<file path="src/logic/aptc_regs.vh">
// Offsets, field positions, reset values and trigger codes of the pair trigger control
`ifndef APTC_REGS_VH
`define APTC_REGS_VH

// ==========================================================
// Register byte addresses
`define APTC_OFS_CTRL_A    8'h00
`define APTC_OFS_CTRL_B    8'h04
`define APTC_OFS_CTRL_C    8'h08
`define APTC_OFS_STATUS    8'h0c
`define APTC_CTRL_RESET    16'h0000

// ==========================================================
// Fields inside one pair byte
`define APTC_F_IRQ_ALLOW   7
`define APTC_F_WAITING     6
`define APTC_F_SOFT_KICK   5
`define APTC_F_SEL_HI      4
`define APTC_F_SEL_LO      0

// ==========================================================
// Selector codes (index into the trigger vector)
`define APTC_SEL_OFF       5'h00
`define APTC_SEL_OWN_SOFT  5'h01
`define APTC_SEL_GLOBAL    5'h02
`define APTC_SEL_SPECIAL   5'h03
`define APTC_SEL_PRI_1     5'h04
`define APTC_SEL_TMR1      5'h0c
`define APTC_SEL_SEC_SPEC  5'h0d
`define APTC_SEL_SEC_1     5'h0e
`define APTC_SEL_CL_1      5'h17
`define APTC_SEL_TMR2      5'h1f

// ==========================================================
// Bus answers
`define APTC_RESP_OKAY     2'b00
`define APTC_RESP_SLVERR   2'b10

`endif

</file>
<file path="src/logic/aptc_pair.v">
// One converter pair: control byte, waiting flag and completion interrupt
`timescale 1ns/10ps
`default_nettype none
`include "aptc_regs.vh"

module aptc_pair (
   // Clock and reset
   input  wire        i_clk,
   input  wire        i_reset_n,
   // Register access
   input  wire        i_wr,
   input  wire [7:0]  i_wdata,
   output wire [7:0]  o_byte,
   // Shared trigger vector, bits 0 and 1 unused
   input  wire [31:0] i_trig,
   // Converter core
   input  wire        i_done,
   output wire        o_req,
   output wire        o_irq,
   output wire        o_overrun
);

   reg        irq_allow_q;
   reg        waiting_q;
   reg        kick_q;
   reg  [4:0] sel_q;
   reg        irq_q;
   reg        overrun_q;
   reg  [31:0] vec;
   wire       fire;

   // ==========================================================
   // Trigger selection
   // Own soft kick lives in slot 1; slot 0 never fires
   always @* begin
      vec    = i_trig;
      vec[0] = 1'b0;
      vec[1] = kick_q;
   end

   // Triggers are sampled as levels; a held trigger re-arms after done
   assign fire = (sel_q != `APTC_SEL_OFF) && vec[sel_q];

   // ==========================================================
   // Control byte; hardware set of waiting wins over clear and write
   always @(posedge i_clk or negedge i_reset_n) begin
      if (!i_reset_n) begin
         irq_allow_q <= 1'b0;
         waiting_q   <= 1'b0;
         kick_q      <= 1'b0;
         sel_q       <= 5'h00;
      end else begin
         if (i_wr) begin
            irq_allow_q <= i_wdata[`APTC_F_IRQ_ALLOW];
            sel_q       <= i_wdata[`APTC_F_SEL_HI:`APTC_F_SEL_LO];
         end
         if (fire)
            waiting_q <= 1'b1;
         else if (i_done)
            waiting_q <= 1'b0;
         else if (i_wr)
            waiting_q <= i_wdata[`APTC_F_WAITING];
         if (fire)
            kick_q <= 1'b0;
         else if (i_wr)
            kick_q <= i_wdata[`APTC_F_SOFT_KICK];
      end
   end

   // ==========================================================
   // Completion pulse and overrun marker
   // Done without a posted request is ignored
   always @(posedge i_clk or negedge i_reset_n) begin
      if (!i_reset_n) begin
         irq_q     <= 1'b0;
         overrun_q <= 1'b0;
      end else begin
         irq_q     <= i_done && waiting_q && irq_allow_q && !fire;
         overrun_q <= fire && waiting_q;
      end
   end

   assign o_byte    = {irq_allow_q, waiting_q, kick_q, sel_q};
   assign o_req     = waiting_q;
   assign o_irq     = irq_q;
   assign o_overrun = overrun_q;

endmodule // aptc_pair

`default_nettype wire

</file>
<file path="src/logic/aptc_top.v">
// Pair trigger control for converter pairs 4, 6, 7, 8, 9 with AXI4-Lite registers
//
// Chosen here: the AXI4-Lite register port and the register offsets.
`timescale 1ns/10ps
`default_nettype none
`include "aptc_regs.vh"

module aptc_top (
   // Clock and reset
   input  wire        I_CLK,
   input  wire        I_RESET_N,
   // AXI4-Lite write address
   input  wire        I_AWVALID,
   output wire        O_AWREADY,
   input  wire [7:0]  I_AWADDR,
   // AXI4-Lite write data
   input  wire        I_WVALID,
   output wire        O_WREADY,
   input  wire [31:0] I_WDATA,
   input  wire [3:0]  I_WSTRB,
   // AXI4-Lite write response
   output wire        O_BVALID,
   input  wire        I_BREADY,
   output wire [1:0]  O_BRESP,
   // AXI4-Lite read address
   input  wire        I_ARVALID,
   output wire        O_ARREADY,
   input  wire [7:0]  I_ARADDR,
   // AXI4-Lite read data
   output wire        O_RVALID,
   input  wire        I_RREADY,
   output wire [31:0] O_RDATA,
   output wire [1:0]  O_RRESP,
   // Trigger sources
   input  wire        I_GLOBAL_SOFT,
   input  wire        I_PWM_SPECIAL,
   input  wire        I_PWM_SEC_SPECIAL,
   input  wire [7:0]  I_PWM_PRI_TRIG,
   input  wire [8:0]  I_PWM_SEC_TRIG,
   input  wire [7:0]  I_PWM_CL_TRIG,
   input  wire        I_TMR1_MATCH,
   input  wire        I_TMR2_MATCH,
   // Converter core, bit k = pair 4, 6, 7, 8, 9
   output wire [4:0]  O_CONV_REQ,
   input  wire [4:0]  I_CONV_DONE,
   output wire [4:0]  O_IRQ
);

   // ==========================================================
   // Pair slot to register mapping
   // Slot 0: pair 4 (ch 9/8), register a low byte
   // Slot 1: pair 6 (ch 13/12), register b low byte
   // Slot 2: pair 7 (ch 15/14), register b high byte
   // Slot 3: pair 8 (ch 17/16), register c low byte
   // Slot 4: pair 9 (ch 19/18), register c high byte
   function [7:0] slot_ofs;
      input integer k;
      begin
         if (k == 0)
            slot_ofs = `APTC_OFS_CTRL_A;
         else if (k <= 2)
            slot_ofs = `APTC_OFS_CTRL_B;
         else
            slot_ofs = `APTC_OFS_CTRL_C;
      end
   endfunction

   // Byte lane within the word: odd pairs sit in the high byte
   function slot_lane;
      input integer k;
      begin
         slot_lane = (k == 2) || (k == 4);
      end
   endfunction

   // Address decode shared by the read and write paths
   function addr_mapped;
      input [7:0] a;
      begin
         addr_mapped = (a == `APTC_OFS_CTRL_A) || (a == `APTC_OFS_CTRL_B) ||
                       (a == `APTC_OFS_CTRL_C) || (a == `APTC_OFS_STATUS);
      end
   endfunction

   // ==========================================================
   // Shared trigger vector
   // Index equals selector code, so every pair uses one plain lookup
   wire [31:0] trig_vec;
   assign trig_vec[0]     = 1'b0;
   assign trig_vec[1]     = 1'b0;                 // Own kick inserted per pair
   assign trig_vec[2]     = I_GLOBAL_SOFT;
   assign trig_vec[3]     = I_PWM_SPECIAL;
   assign trig_vec[11:4]  = I_PWM_PRI_TRIG;
   assign trig_vec[12]    = I_TMR1_MATCH;
   assign trig_vec[13]    = I_PWM_SEC_SPECIAL;
   assign trig_vec[22:14] = I_PWM_SEC_TRIG;
   assign trig_vec[30:23] = I_PWM_CL_TRIG;
   assign trig_vec[31]    = I_TMR2_MATCH;

   // ==========================================================
   // Write channel state
   reg        awready_q;
   reg        wready_q;
   reg        aw_hold_q;
   reg        w_hold_q;
   reg  [7:0] aw_addr_q;
   reg [31:0] w_data_q;
   reg  [3:0] w_strb_q;
   reg        bvalid_q;
   reg  [1:0] bresp_q;
   wire       wr_go;

   // Address and data may arrive in either order; commit once both are held
   assign wr_go = aw_hold_q && w_hold_q && !bvalid_q;

   // ==========================================================
   // Write address, data and response handshakes
   always @(posedge I_CLK or negedge I_RESET_N) begin
      if (!I_RESET_N) begin
         awready_q <= 1'b0;
         wready_q  <= 1'b0;
         aw_hold_q <= 1'b0;
         w_hold_q  <= 1'b0;
         aw_addr_q <= 8'h00;
         w_data_q  <= 32'h0000_0000;
         w_strb_q  <= 4'h0;
         bvalid_q  <= 1'b0;
         bresp_q   <= `APTC_RESP_OKAY;
      end else begin
         // Ready rises one cycle after reset and after each response
         if (!aw_hold_q && !bvalid_q && !awready_q)
            awready_q <= 1'b1;
         if (!w_hold_q && !bvalid_q && !wready_q)
            wready_q <= 1'b1;
         if (I_AWVALID && awready_q) begin
            awready_q <= 1'b0;
            aw_hold_q <= 1'b1;
            aw_addr_q <= I_AWADDR;
         end
         if (I_WVALID && wready_q) begin
            wready_q <= 1'b0;
            w_hold_q <= 1'b1;
            w_data_q <= I_WDATA;
            w_strb_q <= I_WSTRB;
         end
         if (wr_go) begin
            aw_hold_q <= 1'b0;
            w_hold_q  <= 1'b0;
            bvalid_q  <= 1'b1;
            bresp_q   <= addr_mapped(aw_addr_q) ? `APTC_RESP_OKAY : `APTC_RESP_SLVERR;
         end else if (bvalid_q && I_BREADY) begin
            bvalid_q <= 1'b0;
         end
      end
   end

   // ==========================================================
   // Pair instances
   wire [7:0] pair_byte [0:4];
   wire [4:0] req_w;
   wire [4:0] irq_w;
   wire [4:0] ovr_w;
   wire [4:0] pair_wr;

   genvar gk;
   generate
      for (gk = 0; gk < 5; gk = gk + 1) begin : g_pair
         // Byte strobe gates each pair independently
         assign pair_wr[gk] = wr_go && (aw_addr_q == slot_ofs(gk)) &&
                              w_strb_q[slot_lane(gk)];
         aptc_pair u_pair (
            .i_clk     (I_CLK),
            .i_reset_n (I_RESET_N),
            .i_wr      (pair_wr[gk]),
            .i_wdata   (slot_lane(gk) ? w_data_q[15:8] : w_data_q[7:0]),
            .o_byte    (pair_byte[gk]),
            .i_trig    (trig_vec),
            .i_done    (I_CONV_DONE[gk]),
            .o_req     (req_w[gk]),
            .o_irq     (irq_w[gk]),
            .o_overrun (ovr_w[gk])
         );
      end
   endgenerate

   // ==========================================================
   // Sticky overrun status: trigger seen while already waiting
   // Write 1 clears; a new overrun in the same cycle wins
   reg  [4:0] overrun_q;
   wire       stat_wr;
   assign stat_wr = wr_go && (aw_addr_q == `APTC_OFS_STATUS) && w_strb_q[0];

   always @(posedge I_CLK or negedge I_RESET_N) begin
      if (!I_RESET_N)
         overrun_q <= 5'h00;
      else
         overrun_q <= (overrun_q & ~(stat_wr ? w_data_q[4:0] : 5'h00)) | ovr_w;
   end

   // ==========================================================
   // Read path
   reg        arready_q;
   reg        rvalid_q;
   reg [31:0] rdata_q;
   reg  [1:0] rresp_q;
   reg [31:0] rd_word;

   // Unused upper bits read as zero
   always @* begin
      case (I_ARADDR)
         `APTC_OFS_CTRL_A: rd_word = {24'h00_0000, pair_byte[0]};
         `APTC_OFS_CTRL_B: rd_word = {16'h0000, pair_byte[2], pair_byte[1]};
         `APTC_OFS_CTRL_C: rd_word = {16'h0000, pair_byte[4], pair_byte[3]};
         `APTC_OFS_STATUS: rd_word = {19'h0_0000, req_w, 3'h0, overrun_q};
         default:          rd_word = 32'h0000_0000;
      endcase
   end

   // One read in flight; arready drops while data waits for rready
   always @(posedge I_CLK or negedge I_RESET_N) begin
      if (!I_RESET_N) begin
         arready_q <= 1'b0;
         rvalid_q  <= 1'b0;
         rdata_q   <= 32'h0000_0000;
         rresp_q   <= `APTC_RESP_OKAY;
      end else begin
         if (I_ARVALID && arready_q) begin
            arready_q <= 1'b0;
            rvalid_q  <= 1'b1;
            rdata_q   <= rd_word;
            rresp_q   <= addr_mapped(I_ARADDR) ? `APTC_RESP_OKAY : `APTC_RESP_SLVERR;
         end else if (rvalid_q && I_RREADY) begin
            rvalid_q <= 1'b0;
         end else if (!rvalid_q && !arready_q) begin
            arready_q <= 1'b1;
         end
      end
   end

   // ==========================================================
   // Outputs, all straight from flip-flops
   assign O_AWREADY  = awready_q;
   assign O_WREADY   = wready_q;
   assign O_BVALID   = bvalid_q;
   assign O_BRESP    = bresp_q;
   assign O_ARREADY  = arready_q;
   assign O_RVALID   = rvalid_q;
   assign O_RDATA    = rdata_q;
   assign O_RRESP    = rresp_q;
   assign O_CONV_REQ = req_w;
   assign O_IRQ      = irq_w;

endmodule // aptc_top

`default_nettype wire

</file>
<file path="config.mk">
export PLATFORM = sky130hd
export DESIGN_NAME = aptc_top
export DESIGN_NICKNAME = d
export VERILOG_FILES = /design/src/logic/aptc_pair.v /design/src/logic/aptc_top.v
export VERILOG_INCLUDE_DIRS = /design/src /design/src/logic
export SDC_FILE = /design/constraint.sdc
export NUM_CORES = 1
export LEC_CHECK = 0
export BUFFER_PORTS_ARGS = -buffer_cell sky130_fd_sc_hd__clkbuf_2
export CAP_MARGIN = 20
export CORE_MARGIN = 3
export CORE_UTILIZATION = 54
export DETAILED_ROUTE_END_ITERATION = 10
export HOLD_SLACK_MARGIN = 0.1
export PLACE_DENSITY = 0.91
export SYNTH_ARGS = -nofsm -noshare
export SYNTH_HDL_FRONTEND = slang
export SYNTH_SLANG_ARGS = --single-unit
</file>
<file path="constraint.sdc">
create_clock -name I_CLK -period 2.55 [get_ports I_CLK]
set_input_delay 0.3825 -clock I_CLK [delete_from_list [all_inputs] [get_ports I_CLK]]
set_output_delay 0.3825 -clock I_CLK [all_outputs]
set_load 0.01 [all_outputs]
</file>
==> metrics.txt, run 1 <==
outcome complete, no violations; total clock sinks 106; sequential cell area fraction in the yosys report 0.436; Final #Nets 716; Yosys top cell by area dfrtp_1; global-route wire length before repair 25.4 mm; initial core utilization 0.556; max cap viols 0; maximum buffer depth of the clock tree 2; port buffer count 108; Post-Synth Simple-Gate Area 0.104; Register Area 2650 µm²; top_reg_cell synth dfrtp_1; compound-cell area share of the yosys netlist 0.112; Layout Cells excl Fill 767; Async SR Flop Fraction 1.00; hold crit path type in -> reg; final setup fails 0; drt first pass iters 5; XOR/XNOR share of the synthesized area 0; Worst Tran Pin Value 0.790 ns; Vias 4,711; commonest non-fill, non-tap cell in the layout clkbuf_2; routability cong. 0.988; CTS clk-pin slew, worst paths 0.07 ns; Antenna Nets Post-Route 0; I/O Pins 145; Chip Width 112 µm; P per Cell Area 773 nW/µm²; Inserted Clock Buffers 9; Distinct cells, synth 42; Post-Synth Adder-Cell Area 0; min Tclk post-route 2.26 ns; crit path DAT 2.49 ns; Initial DRC Count 443; Mapped Avg Cell Area 11.5 µm²; commonest cells after routing, fill and taps aside 107 x clkbuf_2, 106 x dfrtp_1, 65 x mux2_2; Crit Path Class reg -> reg; Die Area 12,600 µm²; VDD IR max 0.491 mV; CP max FO 13; pins over their slew limit 0; Wirelength per Cell 20.8 µm; skew final 0.00517 ns; multi-input logic area 3100 µm²; core area 10,900 µm²; Inst Count DP 750; crit start category flip-flop; crit path capture type flip-flop; fraction of layout cells with a size suffix above 1 0.362; DP HPWL 11.8 mm; top cell type's share of synthesized area 0.436; setup TNS 0 ns; Slew HR 0.466; Syn Std Cell Area 6080 µm²; CTS H-Tree Depth 3; register bit count reported by yosys 106; clk root buf clkbuf_16; area delta synth->final 14.2%; leakage 3.20 nW; via count of the first global-routing pass 4,747; mux cell area share after synthesis 0.284; final WL 16.0 mm; Hold Vio Cnt, Final 0; Overflow after GRT 0; largest net degree at the start of global routing 60; initial antenna violation count 0; period utilization 0.885; vias per cell 6.14; cells after synthesis 530; Fill cells 830; DR DRC count 0; Tot GR Track Use 0.255; Vert. Die Dim 112 µm; largest cells by area after synthesis dfrtp_1 44%, mux2_2 12%, mux2i_1 8.9%; f_max 0.443 GHz; RSZ-0062 raised after global routing false; worst path required time 2.78 ns; TritonCTS clock tree yes; Row Count 38; YS warnings 0; # diodes 0; largest family of logic cells by synthesized area multiplexers; EDFF count, synth 0; cts repair resizes 0; clock latency on the worst-skew pair 0.34 ns
==> report_power, final <==
part / leakage, nW / switching [mW] / internal (mW)
Sequential: 1.39 / 0.491 / 2.07
Clock: 0.150 / 0.624 / 0.868
Combinational: 1.66 / 0.597 / 0.715
==> cells in the mapped netlist, types with 2 or more instances <==
master    number
dfrtp_1      106
nor2_1        25
nand2_1       31
o41ai_2        2
and3_1         6
nand3_1       14
buf_6          4
nor2b_1       16
a211oi_1       2
o21bai_1       2
mux2i_1       54
a22o_1         8
a221oi_1       2
buf_2          9
nand2b_1      11
o21ai_0       14
clkbuf_1      16
a21o_1         6
a211o_1        3
and3b_1        3
o41ai_1        2
o21a_1         6
and2_1         4
a41oi_2        2
a21oi_1       18
a22oi_1       17
mux4_2        18
nor4_1         5
o31ai_1        3
a221o_1        3
mux2_4         3
buf_4         28
nor3_1         8
mux2_2        65
inv_1          7
==> registers in the layout, indices dropped and copies added, names as in the netlist, 5 cells and up <==
signal and count:
g_pair.u_pair.sel_q 25, w_data_q 16, g_pair.u_pair.irq_allow_q 5, g_pair.u_pair.kick_q 5
g_pair.u_pair.o_req 5, g_pair.u_pair.o_irq 5, O_RDATA 16, g_pair.u_pair.o_overrun 5
aw_addr_q 8, overrun_q 5
==> layout make-up <==
class                   count  share of cell area
clock buffers               9              0.0325
clock inverters             7              0.0148
inverters                   7             0.00379
multi-input cells         377               0.447
flip-flops and latches    106               0.382
well taps                 140              0.0252
repair buffers            121              0.0945
==> worst max-delay path, stage by stage, from the launching register on <==
cell and delay [ns]:
dfrtp_1 0.74, mux4_2 0.60, a22o_1 0.23, a41oi_2 0.22, o41ai_2 0.17, o21bai_1 0.18
==> metal layers <==
metal	GRT usage	routed length [µm]
met5	0	0
met4	0.0697	280
met3	0.0501	1320
met2	0.429	7910
met1	0.340	6470
==> stage by stage <==
stage	cell area [µm²]	power, mW	worst slack [ns]	hold WS (ns)	utilization
CTS	6940	5.36	0.320	0.242	0.635
finish	6940	5.36	0.293	0.249	0.635
global route	6940	5.62	0.231	0.246	0.635
floorplan	6140	3.39	0.595	0.0869	-
detailed placement	6600	3.87	0.321	0.414	0.604
global placement	6600	3.77	0.414	0.408	0.604
==> path summary, 6_finish.rpt <==
check                                           startpoint                    endpoint  slack (ns)  cells after the start
worst max register to register   g_pair[2].u_pair.sel_q[0]      g_pair[2].u_pair.o_req        0.29                      5
min in group asynchronous                        I_RESET_N                    O_BVALID        0.59                      2
worst min-delay path                        I_CONV_DONE[4]      g_pair[4].u_pair.o_req        0.25                      2
worst max-delay path             g_pair[2].u_pair.sel_q[0]      g_pair[2].u_pair.o_req        0.29                      5
max in group asynchronous                        I_RESET_N  g_pair[0].u_pair.o_overrun        1.22                      3
worst min register to register  g_pair[0].u_pair.o_overrun                overrun_q[0]        0.42                      1
==> cells by family (layout without fill, tap and decap cells) <==
| group | count (synthesis) | in the layout |
|---|---|---|
| DFF | 106 | 106 |
| muxes | 140 | 140 |
| and+or+nand+nor | 126 | 126 |
| AOI/OAI and AO/OA | 93 | 93 |
| other | 1 | 18 |
| buffers and inverters | 64 | 144 |
==> repair_timing <==
| item | in CTS | in global routing |
|---|---|---|
| hold buffers | 1 | 0 |
| setup buffers | 0 | 0 |
| endpoints found under the hold margin | 47 | 0 |
Power figures use the tool's default switching activity.
==> run 2: changes to the inputs <==
Settings changed: GPL_TIMING_DRIVEN set to 0.
==> run 2 against run 1 <==
Against the previous run:
- clock power fell by 7%
- wire length rose by 2.8%
- combinational power rose by 11%
- total power fell by 0.37%
- cell area rose by 3.5%
- first-iteration DRC count rose by 13%
- sequential cell count did not move
- register-to-register slack got worse by 0.10 ns
- final cell count rose by 5.7%
- critical endpoint unchanged
- largest power group unchanged
- highest routed layer unchanged
==> metrics.txt, run 2 (synthesized netlist as in run 1, its figures left out) <==
outcome complete, no violations; f_max 0.424 GHz (-4.3%); worst path required time 2.77 ns (about the same); final setup fails 0 (unchanged); Vias 4,871 (+3.4%); leakage 3.37 nW (+5.5%); Final #Nets 760 (+6.1%); final WL 16.4 mm (+2.8%); Slew HR 0.403 (-0.0631); skew final 0.0129 ns (+0.00774 ns); drt first pass iters 5 (unchanged); RSZ-0062 raised after global routing false; initial core utilization 0.556 (unchanged); Tot GR Track Use 0.263 (+0.00812); Initial DRC Count 502 (+13%); P per Cell Area 744 nW/µm² (-3.7%); maximum buffer depth of the clock tree 2 (unchanged); Wirelength per Cell 20.2 µm (-2.8%); Crit Path Class reg -> reg; R2R Setup Slk 0.19 ns (-0.10 ns); clk root buf clkbuf_16; CP max FO 10 (-3); I/O Pins 145 (unchanged); max cap viols 0 (unchanged); Top reg by flops g_pair.u_pair.sel_q; Antenna Nets Post-Route 0 (unchanged); largest net degree at the start of global routing 61 (+1.7%); Vert. Die Dim 112 µm (unchanged); Worst R2R Path Depth 6 (+1); worst setup slack after layout 0.193 ns (-0.101 ns); worst path cell trace buf_2 -> mux4_2 -> a22o_1 -> a41oi_2 -> o41ai_2 -> o21bai_1; number of flip-flops in the largest register 25 (unchanged); commonest cells after routing, fill and taps aside 106 x dfrtp_1, 106 x clkbuf_2, 65 x mux2_2; Worst Tran Pin Value 0.884 ns (+0.0934 ns); # diodes 0 (unchanged); Top Family by Delay on Critical Path compound AO/OA/AOI/OAI gates; Chip Width 112 µm (unchanged); min Tclk post-route 2.36 ns (+0.101 ns); crit start category flip-flop; period utilization 0.924 (+0.0395); global-route wire length before repair 26.2 mm (+3.2%); CTS Hold Bufs 0 (-1); hold crit path type in -> async; crit path capture type flip-flop; routability cong. 0.955 (-3.3%); pins over their slew limit 0 (unchanged); total clock sinks 106 (unchanged); worst r2r src g_pair[2].u_pair.sel_q[0]; cts repair resizes 0 (unchanged); Row Count 38 (unchanged); worst slack, placed 0.312 ns (-0.00888 ns); DR DRC count 0 (unchanged); Inserted Clock Buffers 9 (unchanged); core area 10,900 µm² (unchanged); CTS H-Tree Depth 3 (unchanged); port buffer count 107 (-0.93%); Fill cells 794 (-4.3%); setup TNS 0 ns (unchanged); DP HPWL 12.4 mm (+5.1%); VDD IR max 0.590 mV (+20%); via count of the first global-routing pass 4,976 (+4.8%); Hold Vio Cnt, Final 0 (unchanged); area delta synth->final 18.1%; crit path DAT 2.57 ns (+0.08 ns); Overflow after GRT 0 (unchanged); CP max stage cell mux4_2; TritonCTS clock tree yes; Crit path largest cell delay 0.54 ns (-0.20 ns); Die Area 12,600 µm² (unchanged); number of post-CTS setup repair buffers 0 (unchanged); Critical path buffers and inverters 1 (+1); CTS clk-pin slew, worst paths 0.08 ns (about the same); initial antenna violation count 0 (unchanged); fraction of layout cells with a size suffix above 1 0.379 (+0.0165); capture point of the worst reg-to-reg path g_pair[2].u_pair.o_req; clock latency on the worst-skew pair 0.35 ns (about the same); vias per cell 6.01 (-2.2%)
run 2: cell count changes in the layout (fill, tap and decap cells not counted), moves of 2 or more:
cell | before | now
clkbuf_1 | 0 | 18
buf_6 | 0 | 4
buf_2 | 0 | 9
clkinvlp_4 | 3 | 1
buf_4 | 12 | 28
run 2: per-stage QoR:
stage,std cells,hold WS (ns),utilization,instance area [µm²],total power [mW]
after CTS,811,0.105,0.657,7180,5.33
after global routing,811,0.124,0.657,7180,5.59
after detailed placement,795,0.420,0.629,6880,3.95
after global placement,794,0.408,0.627,6850,3.82
final,811,0.0849,0.657,7180,5.34
after floorplan,547,0.0869,-,6140,3.39
run 2: power by group:
part	switching (mW)	internal, mW	leakage [nW]
sequential	0.422	2.07	1.39
combinational	0.700	0.763	1.85
clock	0.599	0.789	0.143
total	1.72	3.62	3.37
run 2: how the worst max path moves through the flow:
stage                         startpoint                      to  slack (ns)  cells past startpoint
3_3_place_gp                   I_RESET_N              O_RDATA[4]       -0.14                      1
4_1_cts        g_pair[2].u_pair.sel_q[0]  g_pair[2].u_pair.o_req        0.24                      6
3_5_place_dp   g_pair[2].u_pair.sel_q[0]  g_pair[2].u_pair.o_req        0.31                      6
6_report       g_pair[2].u_pair.sel_q[0]  g_pair[2].u_pair.o_req        0.19                      6
5_1_grt        g_pair[2].u_pair.sel_q[0]  g_pair[2].u_pair.o_req        0.13                      6
2_1_floorplan                   O_BVALID  g_pair[3].u_pair.o_req        0.59                      7
run 2: per-layer routing:
| layer | part of all wire | up-vias | GRT usage | wire (µm) |
|---|---|---|---|---|
| met4 | 0.030 | 0 | 0.0986 | 498 |
| met2 | 0.48 | 261 | 0.424 | 7900 |
| met5 | 0 | - | 0 | 0 |
| met1 | 0.40 | 2381 | 0.349 | 6530 |
| met3 | 0.090 | 50 | 0.0625 | 1490 |
| li1 | - | 2179 | - | - |
run 2: layout make-up:
cell class	instances	area, µm²	share of cell area
Buffer	57	360	0.0502
Timing Repair Buffer	108	566	0.0788
Inverter	7	26.3	0.00366
Clock buffer	12	246	0.0343
Clock inverter	4	51.3	0.00715
Sequential cell	106	2650	0.369
Multi-Input combinational cell	377	3100	0.432
Tap cell	140	175	0.0244
